==> src/power_mode_pkg.sv <==
// Shared constants and types of the power-mode and wake-up controller.
package power_mode_pkg;

	// Clock rates; the dividers derive oscillator ticks from them.
	localparam int CLK_HZ        = 200_000_000;
	localparam int CLK_PERIOD_NS = 5;
	localparam int XTAL_HZ       = 8_000_000;
	localparam int FAST_HZ       = 8_000_000;
	localparam int SLOW_HZ       = 32_000;
	localparam int DIV_W         = 13;

	// Register byte addresses.
	localparam logic [11:0] MODE_ADDR  = 12'h000;
	localparam logic [11:0] STAT_ADDR  = 12'h004;
	localparam logic [11:0] STATE_ADDR = 12'h008;

	// Field positions in the system mode register.
	localparam int HSEL_BIT = 0;
	localparam int IDLE_BIT = 1;
	localparam int HRDY_BIT = 2;
	localparam int LRDY_BIT = 3;
	localparam int FAST_BIT = 4;
	localparam int DIV_LSB  = 5;
	localparam int OSC_LSB  = 8;
	localparam int KEEP_BIT = 10;

	// Field positions in the status register.
	localparam int PDF_BIT = 0;
	localparam int TO_BIT  = 1;

	// Reset values of the control fields.
	localparam logic       RST_HSEL = 1'b1;
	localparam logic [2:0] RST_DIV  = 3'h0;
	localparam logic       RST_FAST = 1'b0;

	// Wake-up latencies in oscillator cycles.
	localparam logic [7:0] XTAL_WAKE_CYC  = 8'h80;
	localparam logic [7:0] FAST_WAKE_CYC  = 8'h10;
	localparam logic [7:0] SLOW_WAKE_CYC  = 8'h02;
	localparam logic [1:0] SHORT_WAKE_CYC = 2'h2;

	// Highest divider code that still selects the slow oscillator.
	localparam logic [2:0] SLOW_DIV_MAX = 3'h1;

	// System oscillator types; code 3 is unused.
	typedef enum logic [1:0] {OSC_XTAL, OSC_FAST, OSC_SLOW} osc_t;

	// Operating states of the controller.
	typedef enum logic [3:0] {
		ST_RUN, ST_DEEP, ST_WSLEEP, ST_IDLE_NO_SYSCLK_STATE, ST_FULL_IDLE_STATE,
		ST_WAIT, ST_FSYNC, ST_SUBRUN, ST_SHORT
	} pm_state_t;

endpackage

==> src/power_mode_and_fast_wakeup_ctrl.sv <==
// Power-mode controller with halt decoding, wake latency and APB registers.
// Notes on behaviour
// [RULE1] Software sets or clears fast wake bit.
// [RULE2] Fast wake only from watchdog sleep, idle_no_sysclk_state.
// [RULE3] Deep sleep wake ignores fast bit.
// [RULE4] Crystal fast wake: subclock until 128 cycles.
// [RULE5] Internal oscillators wake in 16 or 2.
// [RULE6] Watchdog off: no fast wake from deep.
// [RULE7] Halt picks idle/sleep; select bits pick speed.
// [RULE8] Slow clock selected stops fast oscillator.
// [RULE9] Software enters slow mode via divider code.
// [RULE10] Slow switch completes after slow ready.
// [RULE11] Software returns to fast mode, checks ready.
// [RULE12] Halt, idle off, watchdog/detector off: deep sleep.
// [RULE13] Deep sleep clears and stops watchdog.
// [RULE14] Halt, idle off, watchdog/detector on: watchdog sleep.
// [RULE15] Halt, idle on, keep off: idle_no_sysclk_state.
// [RULE16] Low-power states stop execution, keep state.
// [RULE17] Entry sets power-down, clears timeout flag.
// [RULE18] Watchdog cleared, resumes in watchdog_sleep_state/idle_no_sysclk_state.
// [RULE19] Slow ready low in deep, high after 2.
// [RULE20] Halt, idle and keep on: full idle.
// [RULE21] Wake input starts matching stabilisation count.
//
// Register access over APB and the placing of the registers are this design's own decisions.
`timescale 1ns/1ps

module power_mode_and_fast_wakeup_ctrl
	import power_mode_pkg::*;
#(
	parameter int XTAL_DIV = CLK_HZ / XTAL_HZ,
	parameter int FAST_DIV = CLK_HZ / FAST_HZ,
	parameter int SLOW_DIV = CLK_HZ / SLOW_HZ
)(
	input  wire logic        clock_in,
	input  wire logic        nrst_in,
	input  wire logic        psel_in,
	input  wire logic        penable_in,
	input  wire logic        pwrite_in,
	input  wire logic [11:0] paddr_in,
	input  wire logic [31:0] pwdata_in,
	output logic      [31:0] prdata_out,
	output logic             pready_out,
	output logic             pslverr_out,
	input  wire logic        halt_in,
	input  wire logic        wake_in,
	input  wire logic        wdt_enable_in,
	input  wire logic        lvd_enable_in,
	input  wire logic        wdt_timeout_in,
	input  wire logic        wdt_clear_cmd_in,
	output logic             cpu_run_out,
	output logic             sysclk_enable_out,
	output logic             timebase_enable_out,
	output logic             subclock_enable_out,
	output logic             high_osc_enable_out,
	output logic             sysclk_on_low_out,
	output logic             wdt_clear_out,
	output logic             wdt_run_out
);

	////////////////////////////////////////////////////////////////////////
	// State record; every flip-flop of the block except the reset synchroniser lives here.
	typedef struct packed {
		pm_state_t               state;          // Operating state.
		logic                    hsel;           // Clock select bit.
		logic                    idle_en;        // Idle on halt.
		logic                    keep_sys;       // Keep clock in idle.
		logic                    fast_en;        // Fast wake enable.
		logic [2:0]              div_sel;        // Slow divider field.
		osc_t                    osc_type;       // System oscillator type.
		logic                    power_down_flag;            // Power-down flag.
		logic                    tof;            // Watchdog timeout flag.
		logic                    hi_rdy;         // Fast oscillator ready.
		logic                    lo_rdy;         // Slow oscillator ready.
		logic [7:0]              hi_cnt;         // Fast stabilisation count.
		logic [1:0]              lo_cnt;         // Slow stabilisation count.
		logic [1:0]              wk_cnt;         // Short wake count.
		logic [2:0][DIV_W-1:0]   div_cnt;        // Oscillator tick dividers.
		logic [31:0]             prdata;
		logic                    pready;
		logic                    pslverr;
		logic                    cpu_run;
		logic                    sysclk_en;
		logic                    tb_en;
		logic                    sub_en;
		logic                    hosc_en;
		logic                    on_low;
		logic                    wdt_clr;
		logic                    wdt_run;
	} st_t;

	st_t  s;        // Registered state.
	st_t  next_s;   // Value for the next edge.
	logic rst_meta; // Reset synchroniser, first stage.
	logic rst_n;    // Synchronised reset used by the block.

	////////////////////////////////////////////////////////////////////////
	// Divider limit per oscillator, used by the tick generator.
	function automatic logic [DIV_W-1:0] div_lim(input int idx);
		if (idx == 0)
			return DIV_W'(XTAL_DIV - 1);
		else if (idx == 1)
			return DIV_W'(FAST_DIV - 1);
		else
			return DIV_W'(SLOW_DIV - 1);
	endfunction

	// Stabilisation length of each system oscillator type.
	function automatic logic [7:0] wake_target(input osc_t t);
		unique case (t)
			OSC_XTAL: return XTAL_WAKE_CYC;
			OSC_FAST: return FAST_WAKE_CYC;
			OSC_SLOW: return SLOW_WAKE_CYC;
			default:  return XTAL_WAKE_CYC;
		endcase
	endfunction

	////////////////////////////////////////////////////////////////////////
	// Reset release through two flip-flops; assertion is immediate.
	always_ff @(posedge clock_in or negedge nrst_in)
	begin
		if (!nrst_in)
		begin
			rst_meta <= 1'b0;
			rst_n    <= 1'b0;
		end
		else
		begin
			rst_meta <= 1'b1;
			rst_n    <= rst_meta;
		end
	end

	////////////////////////////////////////////////////////////////////////
	// Next-state logic of the whole controller.
	logic       slow_req;  // Divider code selects the slow oscillator.
	logic       hi_on;     // Fast oscillator is powered.
	logic       lo_on;     // Slow oscillator is powered.
	logic [2:0] osc_on;    // Per-oscillator run enables.
	logic [2:0] tick;      // One-cycle oscillator ticks.
	logic       hi_tick;   // Tick of the selected system oscillator.
	logic       sys_tick;  // Tick of the clock the core runs on.
	logic       entering;  // A halt is taken this cycle.
	logic       access;    // APB access phase completes this edge.
	logic       wr_mode;   // Write to the mode register.
	logic       wr_stat;   // Write to the status register.
	logic       mapped;    // Address hits a register.
	logic [31:0] rd_mux;   // Read data of the addressed register.

	always_comb
	begin
		next_s   = s;
		tick     = 3'h0;
		entering = 1'b0;
		rd_mux   = 32'h0;
		// [RULE9] [RULE11] Speed follows only the select bit and divider.
		slow_req = !s.hsel && (s.div_sel <= SLOW_DIV_MAX);
		// [RULE6] Slow oscillator stops only in deep sleep.
		lo_on    = (s.state != ST_DEEP);
		// [RULE8] Fast oscillator stops once slow mode has taken over.
		hi_on    = (s.state inside {ST_RUN, ST_FULL_IDLE_STATE, ST_WAIT, ST_FSYNC,
			ST_SUBRUN, ST_SHORT}) && (!slow_req || !s.lo_rdy);
		osc_on   = {lo_on, hi_on && (s.osc_type == OSC_FAST),
			hi_on && (s.osc_type == OSC_XTAL)};
		// Tick dividers; a stopped oscillator also clears its divider.
		for (int i = 0; i < 3; i++)
		begin
			if (!osc_on[i])
				next_s.div_cnt[i] = '0;
			else if (s.div_cnt[i] == div_lim(i))
			begin
				next_s.div_cnt[i] = '0;
				tick[i]           = 1'b1;
			end
			else
				next_s.div_cnt[i] = s.div_cnt[i] + 1'b1;
		end
		unique case (s.osc_type)
			OSC_XTAL: hi_tick = tick[0];
			OSC_FAST: hi_tick = tick[1];
			OSC_SLOW: hi_tick = tick[2];
			default:  hi_tick = 1'b0;
		endcase
		sys_tick = slow_req ? tick[2] : hi_tick;

		// [RULE5] Fast ready after the latency of the oscillator type.
		if (!hi_on)
		begin
			next_s.hi_rdy = 1'b0;
			next_s.hi_cnt = 8'h0;
		end
		else if (!s.hi_rdy && hi_tick)
		begin
			if (s.hi_cnt == wake_target(s.osc_type) - 8'h1)
				next_s.hi_rdy = 1'b1;
			else
				next_s.hi_cnt = s.hi_cnt + 8'h1;
		end

		// [RULE19] Slow ready is low in deep sleep, high two ticks later.
		if (!lo_on)
		begin
			next_s.lo_rdy = 1'b0;
			next_s.lo_cnt = 2'h0;
		end
		else if (!s.lo_rdy && tick[2])
		begin
			if (s.lo_cnt == SLOW_WAKE_CYC[1:0] - 2'h1)
				next_s.lo_rdy = 1'b1;
			else
				next_s.lo_cnt = s.lo_cnt + 2'h1;
		end

		// Operating state machine.
		unique case (s.state)
			ST_RUN:
			begin
				// [RULE7] Halt decodes into one of four low-power states.
				if (halt_in)
				begin
					entering = 1'b1;
					if (!s.idle_en && !(wdt_enable_in || lvd_enable_in))
						next_s.state = ST_DEEP;     // [RULE12]
					else if (!s.idle_en)
						next_s.state = ST_WSLEEP;   // [RULE14]
					else if (!s.keep_sys)
						next_s.state = ST_IDLE_NO_SYSCLK_STATE;    // [RULE15]
					else
						next_s.state = ST_FULL_IDLE_STATE;    // [RULE20]
				end
			end
			ST_DEEP, ST_WSLEEP, ST_IDLE_NO_SYSCLK_STATE:
			begin
				// [RULE21] Wake starts the count that fits the setup.
				if (wake_in)
				begin
					next_s.wk_cnt = 2'h0;
					// [RULE2] [RULE3] Subclock path only where it runs.
					if (s.state != ST_DEEP && s.fast_en && s.osc_type == OSC_XTAL)
						next_s.state = ST_FSYNC;
					else
						next_s.state = ST_WAIT;
				end
			end
			ST_FULL_IDLE_STATE:
			begin
				// Clocks kept running, so only a short resync is needed.
				if (wake_in)
				begin
					next_s.wk_cnt = 2'h0;
					next_s.state  = ST_SHORT;
				end
			end
			ST_FSYNC:
			begin
				// [RULE4] Two subclock cycles before the core restarts.
				if (tick[2])
				begin
					if (s.wk_cnt == SHORT_WAKE_CYC - 2'h1)
						next_s.state = ST_SUBRUN;
					else
						next_s.wk_cnt = s.wk_cnt + 2'h1;
				end
			end
			ST_SUBRUN:
			begin
				// [RULE4] Core runs on the subclock until the crystal is ready.
				if (s.hi_rdy)
					next_s.state = ST_RUN;
			end
			ST_WAIT:
			begin
				// [RULE3] Full start-up wait of the oscillator in use.
				if (slow_req ? s.lo_rdy : s.hi_rdy)
					next_s.state = ST_RUN;
			end
			ST_SHORT:
			begin
				if (sys_tick)
				begin
					if (s.wk_cnt == SHORT_WAKE_CYC - 2'h1)
						next_s.state = ST_RUN;
					else
						next_s.wk_cnt = s.wk_cnt + 2'h1;
				end
			end
			default: next_s.state = ST_RUN;
		endcase

		// APB slave with one wait state; the edge with pready high commits.
		access = psel_in && penable_in && s.pready;
		mapped = (paddr_in == MODE_ADDR) || (paddr_in == STAT_ADDR) ||
			(paddr_in == STATE_ADDR);
		wr_mode = access && pwrite_in && (paddr_in == MODE_ADDR);
		wr_stat = access && pwrite_in && (paddr_in == STAT_ADDR);
		rd_mux[HSEL_BIT] = (paddr_in == MODE_ADDR) && s.hsel;
		if (paddr_in == MODE_ADDR)
		begin
			rd_mux[IDLE_BIT]             = s.idle_en;
			rd_mux[HRDY_BIT]             = s.hi_rdy;
			rd_mux[LRDY_BIT]             = s.lo_rdy;
			rd_mux[FAST_BIT]             = s.fast_en;
			rd_mux[DIV_LSB +: 3]         = s.div_sel;
			rd_mux[OSC_LSB +: 2]         = s.osc_type;
			rd_mux[KEEP_BIT]             = s.keep_sys;
		end
		else if (paddr_in == STAT_ADDR)
		begin
			rd_mux[PDF_BIT] = s.power_down_flag;
			rd_mux[TO_BIT]  = s.tof;
		end
		else if (paddr_in == STATE_ADDR)
			rd_mux[3:0] = s.state;
		next_s.pready  = psel_in && penable_in && !s.pready;
		next_s.pslverr = psel_in && penable_in && !s.pready && !mapped;
		if (psel_in && penable_in && !s.pready)
			next_s.prdata = rd_mux;

		// [RULE1] Control fields written by software; ready bits read only.
		if (wr_mode)
		begin
			next_s.hsel     = pwdata_in[HSEL_BIT];
			next_s.idle_en  = pwdata_in[IDLE_BIT];
			next_s.fast_en  = pwdata_in[FAST_BIT];
			next_s.div_sel  = pwdata_in[DIV_LSB +: 3];
			next_s.osc_type = osc_t'(pwdata_in[OSC_LSB +: 2]);
			next_s.keep_sys = pwdata_in[KEEP_BIT];
		end

		// [RULE17] Flags on entry; a setting event beats any clear.
		if (entering || wdt_timeout_in)
			next_s.power_down_flag = s.power_down_flag | entering;
		if ((wr_stat && pwdata_in[PDF_BIT]) || wdt_clear_cmd_in)
			next_s.power_down_flag = entering;
		if (entering || (wr_stat && pwdata_in[TO_BIT]))
			next_s.tof = 1'b0;
		if (wdt_timeout_in)
			next_s.tof = 1'b1;

		// Registered outputs follow the next state, except hosc_en and the slow-mode term of on_low, which register hi_on, slow_req and lo_rdy of the present state.
		// [RULE16] Execution stops in every low-power and wait state.
		next_s.cpu_run   = next_s.state inside {ST_RUN, ST_SUBRUN};
		next_s.sysclk_en = next_s.state inside {ST_RUN, ST_FULL_IDLE_STATE, ST_SUBRUN};
		next_s.tb_en     = next_s.state inside {ST_RUN, ST_IDLE_NO_SYSCLK_STATE, ST_FULL_IDLE_STATE,
			ST_SUBRUN};
		next_s.sub_en    = (next_s.state != ST_DEEP);
		next_s.hosc_en   = hi_on;
		// [RULE10] Core moves to the slow clock only once it is stable.
		next_s.on_low    = (next_s.state == ST_SUBRUN) || (slow_req && s.lo_rdy);
		// [RULE13] [RULE18] Watchdog cleared on entry, runs unless deep.
		next_s.wdt_clr   = entering;
		next_s.wdt_run   = wdt_enable_in && (next_s.state != ST_DEEP);
	end

	////////////////////////////////////////////////////////////////////////
	// State register.
	always_ff @(posedge clock_in or negedge rst_n)
	begin
		if (!rst_n)
		begin
			s         <= '0;
			s.hsel    <= RST_HSEL;
			s.div_sel <= RST_DIV;
			s.fast_en <= RST_FAST;
		end
		else
			s <= next_s;
	end

	assign prdata_out          = s.prdata;
	assign pready_out          = s.pready;
	assign pslverr_out         = s.pslverr;
	assign cpu_run_out         = s.cpu_run;
	assign sysclk_enable_out   = s.sysclk_en;
	assign timebase_enable_out = s.tb_en;
	assign subclock_enable_out = s.sub_en;
	assign high_osc_enable_out = s.hosc_en;
	assign sysclk_on_low_out   = s.on_low;
	assign wdt_clear_out       = s.wdt_clr;
	assign wdt_run_out         = s.wdt_run;
endmodule

==> config.mk <==
export PLATFORM = sky130hd
export DESIGN_NAME = power_mode_and_fast_wakeup_ctrl
export DESIGN_NICKNAME = d
export VERILOG_FILES = /design/src/power_mode_pkg.sv /design/src/power_mode_and_fast_wakeup_ctrl.sv
export SDC_FILE = /design/constraint.sdc
export NUM_CORES = 1
export LEC_CHECK = 0
export BUFFER_PORTS_ARGS = -buffer_cell sky130_fd_sc_hd__buf_2
export CORE_MARGIN = 2
export CORE_UTILIZATION = 55
export DETAILED_ROUTE_END_ITERATION = 6
export HOLD_SLACK_MARGIN = 0.12
export PLACE_DENSITY = 0.8
export SLEW_MARGIN = 15
export SYNTH_ARGS = -nofsm -noshare
export SYNTH_HDL_FRONTEND = slang
export SYNTH_SLANG_ARGS = --single-unit
export TNS_END_PERCENT = 20
==> constraint.sdc <==
create_clock -name clock_in -period 6.75 [get_ports clock_in]
set_clock_uncertainty 0.05 [all_clocks]
set_input_delay 1.0125 -clock clock_in [delete_from_list [all_inputs] [get_ports clock_in]]
set_output_delay 1.0125 -clock clock_in [all_outputs]
set_load 0.01 [all_outputs]
==> reports/summary.txt, run 1 <==
Largest net degree at the start of global routing -> 52
Post-Place Worst Slack -> 3510 ps
WL/cell -> 14.4 um
Post-CTS resize count -> 0
Ys async rst share -> 100%
Worst-margin pin slew -> 677 ps
Dpl hpwl -> 6560 um
IO buf count -> 52
Number of flops mapped to enable cells by yosys -> 0
Met1 GRT Util -> 26.4%
Top FF cell, synth -> dfrtp_1
Height of the die -> 97.1 um
Final ANT Viol Nets -> 0
Vias in the first global route -> 3,442
Final WS setup -> 3880 ps
M2 GR Usage -> 33.5%
Fillers -> 701
Max-Cap Viols -> 0
Largest register by flop count -> s
Die width -> 97.1 um
Yosys reg bits -> 91
Yosys top cell by area -> dfrtp_1
Tot GR Track Use -> 20.1%
Setup TNS -> 0 ps
Post-Syn Area -> 4770 um^2
I/O Pins -> 97
Reg area -> 2280 um^2
Share of cells above drive strength 1 -> 19.2%
Inserted Clock Buffers -> 9
PD cells -> 277 nW/um^2
H-tree levels -> 3
Multi-input gate area -> 2210 um^2
DRC viols -> 0
Unrepaired setup endpoints after global routing -> no
LEAKAGE -> 2.45 nW
CTS tree -> yes
Final cell count without fillers -> 627
First drt pass iteration count -> 4
Clk pin slew, worst setup/hold paths -> 90 ps
Kind of critical path -> in -> reg
Largest register FFs -> 68
Peak fanout along the critical path -> 9
Distinct cell type count after synthesis -> 57
CTS Buffer Depth -> 2
Synth top area share -> 47.2%
Initial antenna violation count -> 0
Cts hold-fix bufs -> 0
Routed vias -> 3,449
Slew HR -> 54.5%
Pwr Total -> 1.44 mW
VDD IR max -> 0.160 mV
Core area -> 8300 um^2
Vias per Instance -> 5.50
Hold crit path type -> reg -> async
Most used routing layer -> met2
Initial Util -> 57.4%
Final Hold Vio Count -> 0
Post-CTS setup buffers -> 0
DRT iter0 DRCs -> 122
Clock Sink Count -> 91
Synth Area per Inst -> 10.1 um^2
Die Footprint -> 9430 um^2
Tcrit/Tclk final -> 42.5%
CP Launch Type -> primary input
Met3 Track Usage GR -> 4.39%
CP Capture Type -> flop
GP Congestion -> 0.822
Grt ovf -> 0
Final setup violating endpoints -> 0
Later-pin clock latency in the skew report -> 360 ps
Status -> finished, final reports clean
Fin nets -> 586
Fmax -> 349 MHz
Antenna Cells -> 0
Util after Layout -> 62.8%
Area grow syn2layout -> 9.34%
Tmin final -> 2870 ps
Final slew viol count -> 0
First-pass GRT wire length -> 15,600 um
Gate Count Post-Synth -> 472
Placed cells -> 611
Top cells by area, synth -> dfrtp_1 (47%), buf_4 (5.0%), nor2_1 (4.5%)
YS warnings -> 0
FP Rows -> 33
WP data arrival -> 3070 ps
Sequential area share after synthesis -> 47.8%
CP Data Required Time -> 6950 ps
Root buf cell -> clkbuf_8
Routed WL -> 9060 um
## metrics by stage
| stage | hold slack, ps | instance area, um^2 |
|---|---|---|
| floorplan | 281 | 4840 |
| global placement | 270 | 4990 |
| detailed placement | 270 | 4990 |
| CTS | 284 | 5210 |
| global route | 305 | 5210 |
| finish | 262 | 5210 |
## routing by layer
| metal | wire, um | up-vias |
|---|---|---|
| li1 | - | 1671 |
| met1 | 4040 | 1679 |
| met2 | 4450 | 87 |
| met3 | 438 | 12 |
| met4 | 130 | 0 |
| met5 | 0 | - |
## cell usage in the layout, fill, tap and decap left out, types with 9 or more instances in the layout
cell type   n
xor2_1     20
nand3_1    26
or3_1       9
dfrtp_1    89
a21oi_1    20
o21ai_0    16
xnor2_1    15
mux2_2     11
clkbuf_8   10
and3_1     12
nand2_1    26
ha_1       14
conb_1     22
nor2_1     57
inv_1      22
buf_2      52
## area by class of cell
cell class	instances	area share (%)
well taps	105	2.52
clock buffers	11	2.71
flip-flops and latches	91	43.8
inverters	22	1.58
multi-input cells	338	42.3
clock inverters	5	1.63
repair buffers	55	5.42
## Yosys cell counts (all sizes together) (8+ instances only)
cell	n
dfrtp	90
xnor2	15
nor2	57
nand3	26
clkbuf	9
nor2b	8
ha	14
xor2	20
nand2	26
buf	32
a21oi	20
inv	22
nor3	8
o21ai	16
or3	9
and3	12
mux2	11
## report_power, final
part | switching (mW) | internal [mW]
Sequential | 0.0715 | 0.606
Clock | 0.197 | 0.221
Combinational | 0.198 | 0.147
## worst max-delay path: stages
cell	delay [ps]
buf_2	90
or4_1	510
nor4_1	590
nor2b_1	240
nand2_1	260
mux2_2	360
## kinds of logic after synthesis
family          Yosys count  synth area share [%]
compound gates           61                  8.82
xor+xnor                 35                  6.43
fa+ha+maj                14                  3.67
buf+inv                  63                  7.48
flops                    91                  47.8
mux                      17                  3.86
other cells               2                 0.158
simple gates            189                  21.8
## worst paths after layout
check / start / end / slack, ps / cells after the start
max in group asynchronous: rst_n / s[94] / 5370 / 1
min: rst_n / s[69] / 260 / 0
min in group clock_in: rst_meta / rst_n / 310 / 0
max reg2reg: s[51] / s[90] / 3920 / 6
max: paddr_in[7] / s[97] / 3880 / 6
min reg2reg: rst_n / s[69] / 260 / 0
Note: power is estimated with default switching activity, not from simulation.
==> inputs of run 2 (changes only) <==
CORE_UTILIZATION = 50   (was 55)
PLACE_DENSITY = 0.77   (was 0.8)
clock period = 2.5 ns   (was 6.75 ns; I/O delays follow)
==> run 2 against run 1 <==
The run now ends with negative setup slack left. Final cell count up 10%. Critical path depth unchanged. Die area up 9.6%. Wire length up 6.8%. First-iteration DRC count up 30%. Clock power up 150%. Global-route usage down 0.74 points. Count of clock-buffer cells in the layout down 2. Critical endpoint is now s[82].
==> reports/summary.txt, run 2 (synthesis results as in run 1) <==
Status -> finished, violations left
Crit path launch -> s[51]
Dpl hpwl -> 7020 um
Die Footprint -> 10,300 um^2
Initial Util -> 51.6%
Combinational group share of total power -> 29.0%
CP Capture Type -> flop
Vias per Instance -> 5.22
First drt pass iteration count -> 4
GP Congestion -> 0.904
Fmax -> 372 MHz
H-tree levels -> 3
Unrepaired setup endpoints after global routing -> yes
Tot GR Track Use -> 19.4%
Reg2reg end -> s[82]
Root buf cell -> clkbuf_8
VDD IR max -> 0.286 mV
Largest register by flop count -> s
WL/cell -> 14.0 um
I/O Pins -> 97
Vias in the first global route -> 3,617
LEAKAGE -> 2.67 nW
Slew HR -> 65.2%
DRC viols -> 0
Worst setup path endpoint -> s[82]
CTS tree -> yes
CP Launch Type -> flop
Most common cell after layout, fill and taps aside -> dfrtp_1
Critical R2R Launch -> s[51]
Pwr Total -> 3.98 mW
Tmin final -> 2690 ps
R2r setup slk -> -190 ps
Clock Sink Count -> 91
Later-pin clock latency in the skew report -> 360 ps
FF-to-FF path depth -> 6
Commonest cells after routing, fill and taps aside -> dfrtp_1 (89), nor2_1 (57), buf_2 (52)
Die width -> 102 um
Kind of critical path -> reg -> reg
Worst-margin pin slew -> 521 ps
Hold crit path type -> in -> reg
IO buf count -> 52
Fillers -> 763
Inserted Clock Buffers -> 9
Post-Place Worst Slack -> -166 ps
Clock network fraction of total power -> 26.2%
Height of the die -> 102 um
Antenna Cells -> 0
Max-Cap Viols -> 0
Largest net degree at the start of global routing -> 52
Sequential share of power -> 44.8%
Grt ovf -> 0
Switching pwr -> 1.33 mW
CP Data Required Time -> 2690 ps
Final Hold Vio Count -> 0
PD cells -> 706 nW/um^2
Fin nets -> 627
Initial antenna violation count -> 0
Final cell count without fillers -> 692
WP data arrival -> 2880 ps
Peak fanout along the critical path -> 3
Largest register FFs -> 68
Failing checks -> negative setup slack
Routed vias -> 3,612
Routed WL -> 9670 um
FP Rows -> 35
Clk pin slew, worst setup/hold paths -> 100 ps
Cell-internal power -> 2.64 mW
First-pass GRT wire length -> 16,100 um
Final WS setup -> -190 ps
Setup TNS -> -1370 ps
Tcrit/Tclk final -> 108%
Util after Layout -> 61.0%
Final slew viol count -> 0
Switching portion of total power -> 33.5%
Final ANT Viol Nets -> 0
Core area -> 9240 um^2
Placed cells -> 671
Area grow syn2layout -> 18.2%
Share of cells above drive strength 1 -> 27.4%
CTS Buffer Depth -> 2
Final setup violating endpoints -> 12
DRT iter0 DRCs -> 158
-- run 2: cell types whose count changed in the layout (fill, tap and decap cells not counted), moves of 2 or more --
cell | before | now
buf_4 | 3 | 40
o21ai_0 | 16 | 13
buf_6 | 0 | 2
inv_8 | 0 | 2
mux2_2 | 11 | 9
mux2_4 | 0 | 2
o21ai_2 | 0 | 2
-- run 2: worst min path at each step --
stage	slack, ps	endpoint	cells after the start	start
floorplan	30	rst_meta	0	nrst_in
global placement	110	rst_meta	1	nrst_in
detailed placement	110	rst_meta	1	nrst_in
CTS	150	s[95]	2	wdt_timeout_in
global route	150	s[95]	2	wdt_timeout_in
finish	160	s[95]	2	wdt_timeout_in
-- run 2: cell type report --
class	count	area, um^2	share of cell area [%]
clock buffers	9	124	2.20
flip-flops and latches	91	2280	40.5
clock inverters	7	85.1	1.51
repair buffers	96	613	10.9
multi-input cells	338	2290	40.6
well taps	129	161	2.86
inverters	22	82.6	1.47
-- run 2: worst max-delay path, cell delays in order, from the launching register on --
cell and delay, ps:
dfrtp_1 390, or4_4 540, or4_4 570, a211oi_4 340, or3b_4 210, o311a_4 190, mux2_4 290
-- run 2: stage by stage --
stage	hold slack, ps	cell area (um^2)
2_1_floorplan	29.4	4840
3_5_place_dp	114	5300
5_1_grt	151	5640
6_report	160	5640
4_1_cts	152	5570
3_3_place_gp	113	5300
-- run 2: what timing repair did --
item                                   4_1_cts  5_1_grt
setup endpoints to repair                   12       25
hold buffers                                 1        0
endpoints found under the hold margin        2        0
buffers inserted                             2        2
pin swaps                                    8        7
gates resized for setup                      8       14
-- run 2: routing by layer --
layer / part of all wire [%] / global-route usage, %
met5: 0 / 0
met4: 1.2 / 6.03
met3: 3.9 / 3.24
met2: 51 / 34.5
met1: 44 / 24.1
-- run 2: power by group through the flow --
stage / clock network, mW / logic, mW / registers, mW
2_1_floorplan: 0 / 0.707 / 1.82
3_3_place_gp: 0 / 1.05 / 1.80
3_5_place_dp: 0 / 1.08 / 1.81
4_1_cts: 1.07 / 1.13 / 1.78
5_1_grt: 1.13 / 1.29 / 1.82
6_report: 1.04 / 1.15 / 1.78
==> inputs of run 3 (changes only) <==
SETUP_SLACK_MARGIN = 0.1   (was unset)
==> run 3 against run 2 <==
The run still ends with negative setup slack left. Register-to-register slack about the same. Non-clock buffer count did not move. Wire length fell by 0.83%. Maximum frequency is 0.46% higher. Count of clock-buffer cells in the layout unchanged. Final area about the same. Critical path depth did not move. Sequential power barely moved. Critical endpoint unchanged. Largest power group unchanged.
==> reports/summary.txt, run 3 (synthesis results as in run 1) <==
Tmin final -> 2680 ps
R2r setup slk -> -180 ps
WP data arrival -> 2870 ps
WL/cell -> 13.9 um
CTS Buffer Depth -> 2
Routed vias -> 3,584
GP Congestion -> 0.904
Clock network fraction of total power -> 26.1%
Post-Place Worst Slack -> -166 ps
Util after Layout -> 61.0%
Switching pwr -> 1.33 mW
Core area -> 9240 um^2
CP Capture Type -> flop
FF-to-FF path depth -> 6
Final WS setup -> -178 ps
Largest register by flop count -> s
Final ANT Viol Nets -> 0
Root buf cell -> clkbuf_8
Tot GR Track Use -> 19.5%
Cell Chain, Critical Path -> or4_4, or4_4, a211oi_4, or3b_4, o311a_4, mux2_4
PD cells -> 706 nW/um^2
Final Hold Vio Count -> 0
Hold crit path type -> in -> reg
Fillers -> 765
First drt pass iteration count -> 4
Kind of critical path -> reg -> reg
CP peak stage delay -> 570 ps
Grt ovf -> 0
Fmax -> 373 MHz
Failing checks -> negative setup slack
Share of cells above drive strength 1 -> 27.4%
Reg2reg end -> s[82]
Clock Sink Count -> 91
Cell mode on critical path -> or4_4
Sequential share of power -> 44.8%
Slew HR -> 65.3%
VDD IR max -> 0.285 mV
Initial Util -> 51.6%
Final slew viol count -> 0
Status -> finished, violations left
Combinational group share of total power -> 29.1%
First-pass GRT wire length -> 16,100 um
Largest register FFs -> 68
Worst-margin pin slew -> 520 ps
H-tree levels -> 3
Tcrit/Tclk final -> 107%
Most common cell after layout, fill and taps aside -> dfrtp_1
Area grow syn2layout -> 18.3%
Cell-internal power -> 2.65 mW
Height of the die -> 102 um
Antenna Cells -> 0
Switching portion of total power -> 33.4%
Dpl hpwl -> 7020 um
WHS -> 166 ps
Crit path launch -> s[51]
Final setup violating endpoints -> 12
Routed WL -> 9590 um
CTS tree -> yes
I/O Pins -> 97
Slowest CP cell -> or4_4
Vias per Instance -> 5.18
DRT iter0 DRCs -> 126
Commonest cells after routing, fill and taps aside -> dfrtp_1 (89), nor2_1 (57), buf_2 (52)
FP Rows -> 35
Max-Cap Viols -> 0
Fin nets -> 627
Critical R2R Launch -> s[51]
Vias in the first global route -> 3,606
Worst setup path endpoint -> s[82]
Initial antenna violation count -> 0
DRC viols -> 0
Peak fanout along the critical path -> 3
Die width -> 102 um
IO buf count -> 52
LEAKAGE -> 2.67 nW
CP Launch Type -> flop
Unrepaired setup endpoints after global routing -> yes
Largest net degree at the start of global routing -> 52
Inserted Clock Buffers -> 9
Later-pin clock latency in the skew report -> 360 ps
Clk pin slew, worst setup/hold paths -> 100 ps
CP Data Required Time -> 2690 ps
Die Footprint -> 10,300 um^2
==> run 3: cell count changes in the layout (fill, tap and decap cells not counted) <==
cell	previous run	this run
or3b_2	1	0
or3b_4	1	2
==> run 3: critical path: cells and delay by family (launching register included) <==
kind / cells / cell delay, ps
flip-flops: 1 / 390
AND/OR/NAND/NOR: 3 / 1310
multiplexers: 1 / 290
AO/OA/AOI/OAI: 2 / 530
==> run 3: final cells by class <==
type | instances | area [um^2] | share of cell area, %
clock buffer | 9 | 124 | 2.20
clock inverter | 7 | 85.1 | 1.51
inverter | 22 | 82.6 | 1.46
multi-input combinational | 338 | 2290 | 40.6
sequential | 91 | 2280 | 40.5
tap | 129 | 161 | 2.86
timing repair buffer | 96 | 613 | 10.9
==> run 3: power groups by stage <==
stage / registers [mW] / logic [mW] / clock network (mW)
after global routing: 1.82 / 1.30 / 1.14
after detailed placement: 1.81 / 1.08 / 0
final: 1.78 / 1.16 / 1.04
after global placement: 1.80 / 1.05 / 0
after CTS: 1.78 / 1.14 / 1.07
after floorplan: 1.82 / 0.707 / 0
==> run 3: worst min path at each step <==
stage	startpoint	endpoint	slack, ps	cells past startpoint
after global routing	wdt_timeout_in	s[95]	150	2
after floorplan	nrst_in	rst_meta	30	0
after CTS	wdt_timeout_in	s[95]	150	2
after detailed placement	nrst_in	rst_meta	110	1
final	wdt_timeout_in	s[95]	170	2
after global placement	nrst_in	rst_meta	110	1
==> run 3: timing repair <==
item	4_1_cts	5_1_grt
resized for setup	10	13
endpoints found under the setup margin	13	28
setup buffers	2	2
endpoints found under the hold margin	2	0
hold buffers	1	0
pin swaps	8	9
==> run 3: layer usage <==
metal  track usage, %  routed length (um)  vias to the layer above
met3             3.24                 349                       14
met2             34.7                4850                       89
met4             5.93                 134                        0
met1             24.1                4260                     1725
li1                 -                   -                     1756
met5                0                   0                        -
==> run 3: per-stage QoR <==
stage	TNS, ps	cell area, um^2	total power [mW]	cells
after CTS	-1390	5570	3.99	690
final	-1260	5640	3.98	692
after global placement	-650	5300	2.86	671
after floorplan	-476	4840	2.53	492
after global routing	-1990	5640	4.25	692
after detailed placement	-1040	5300	2.89	671
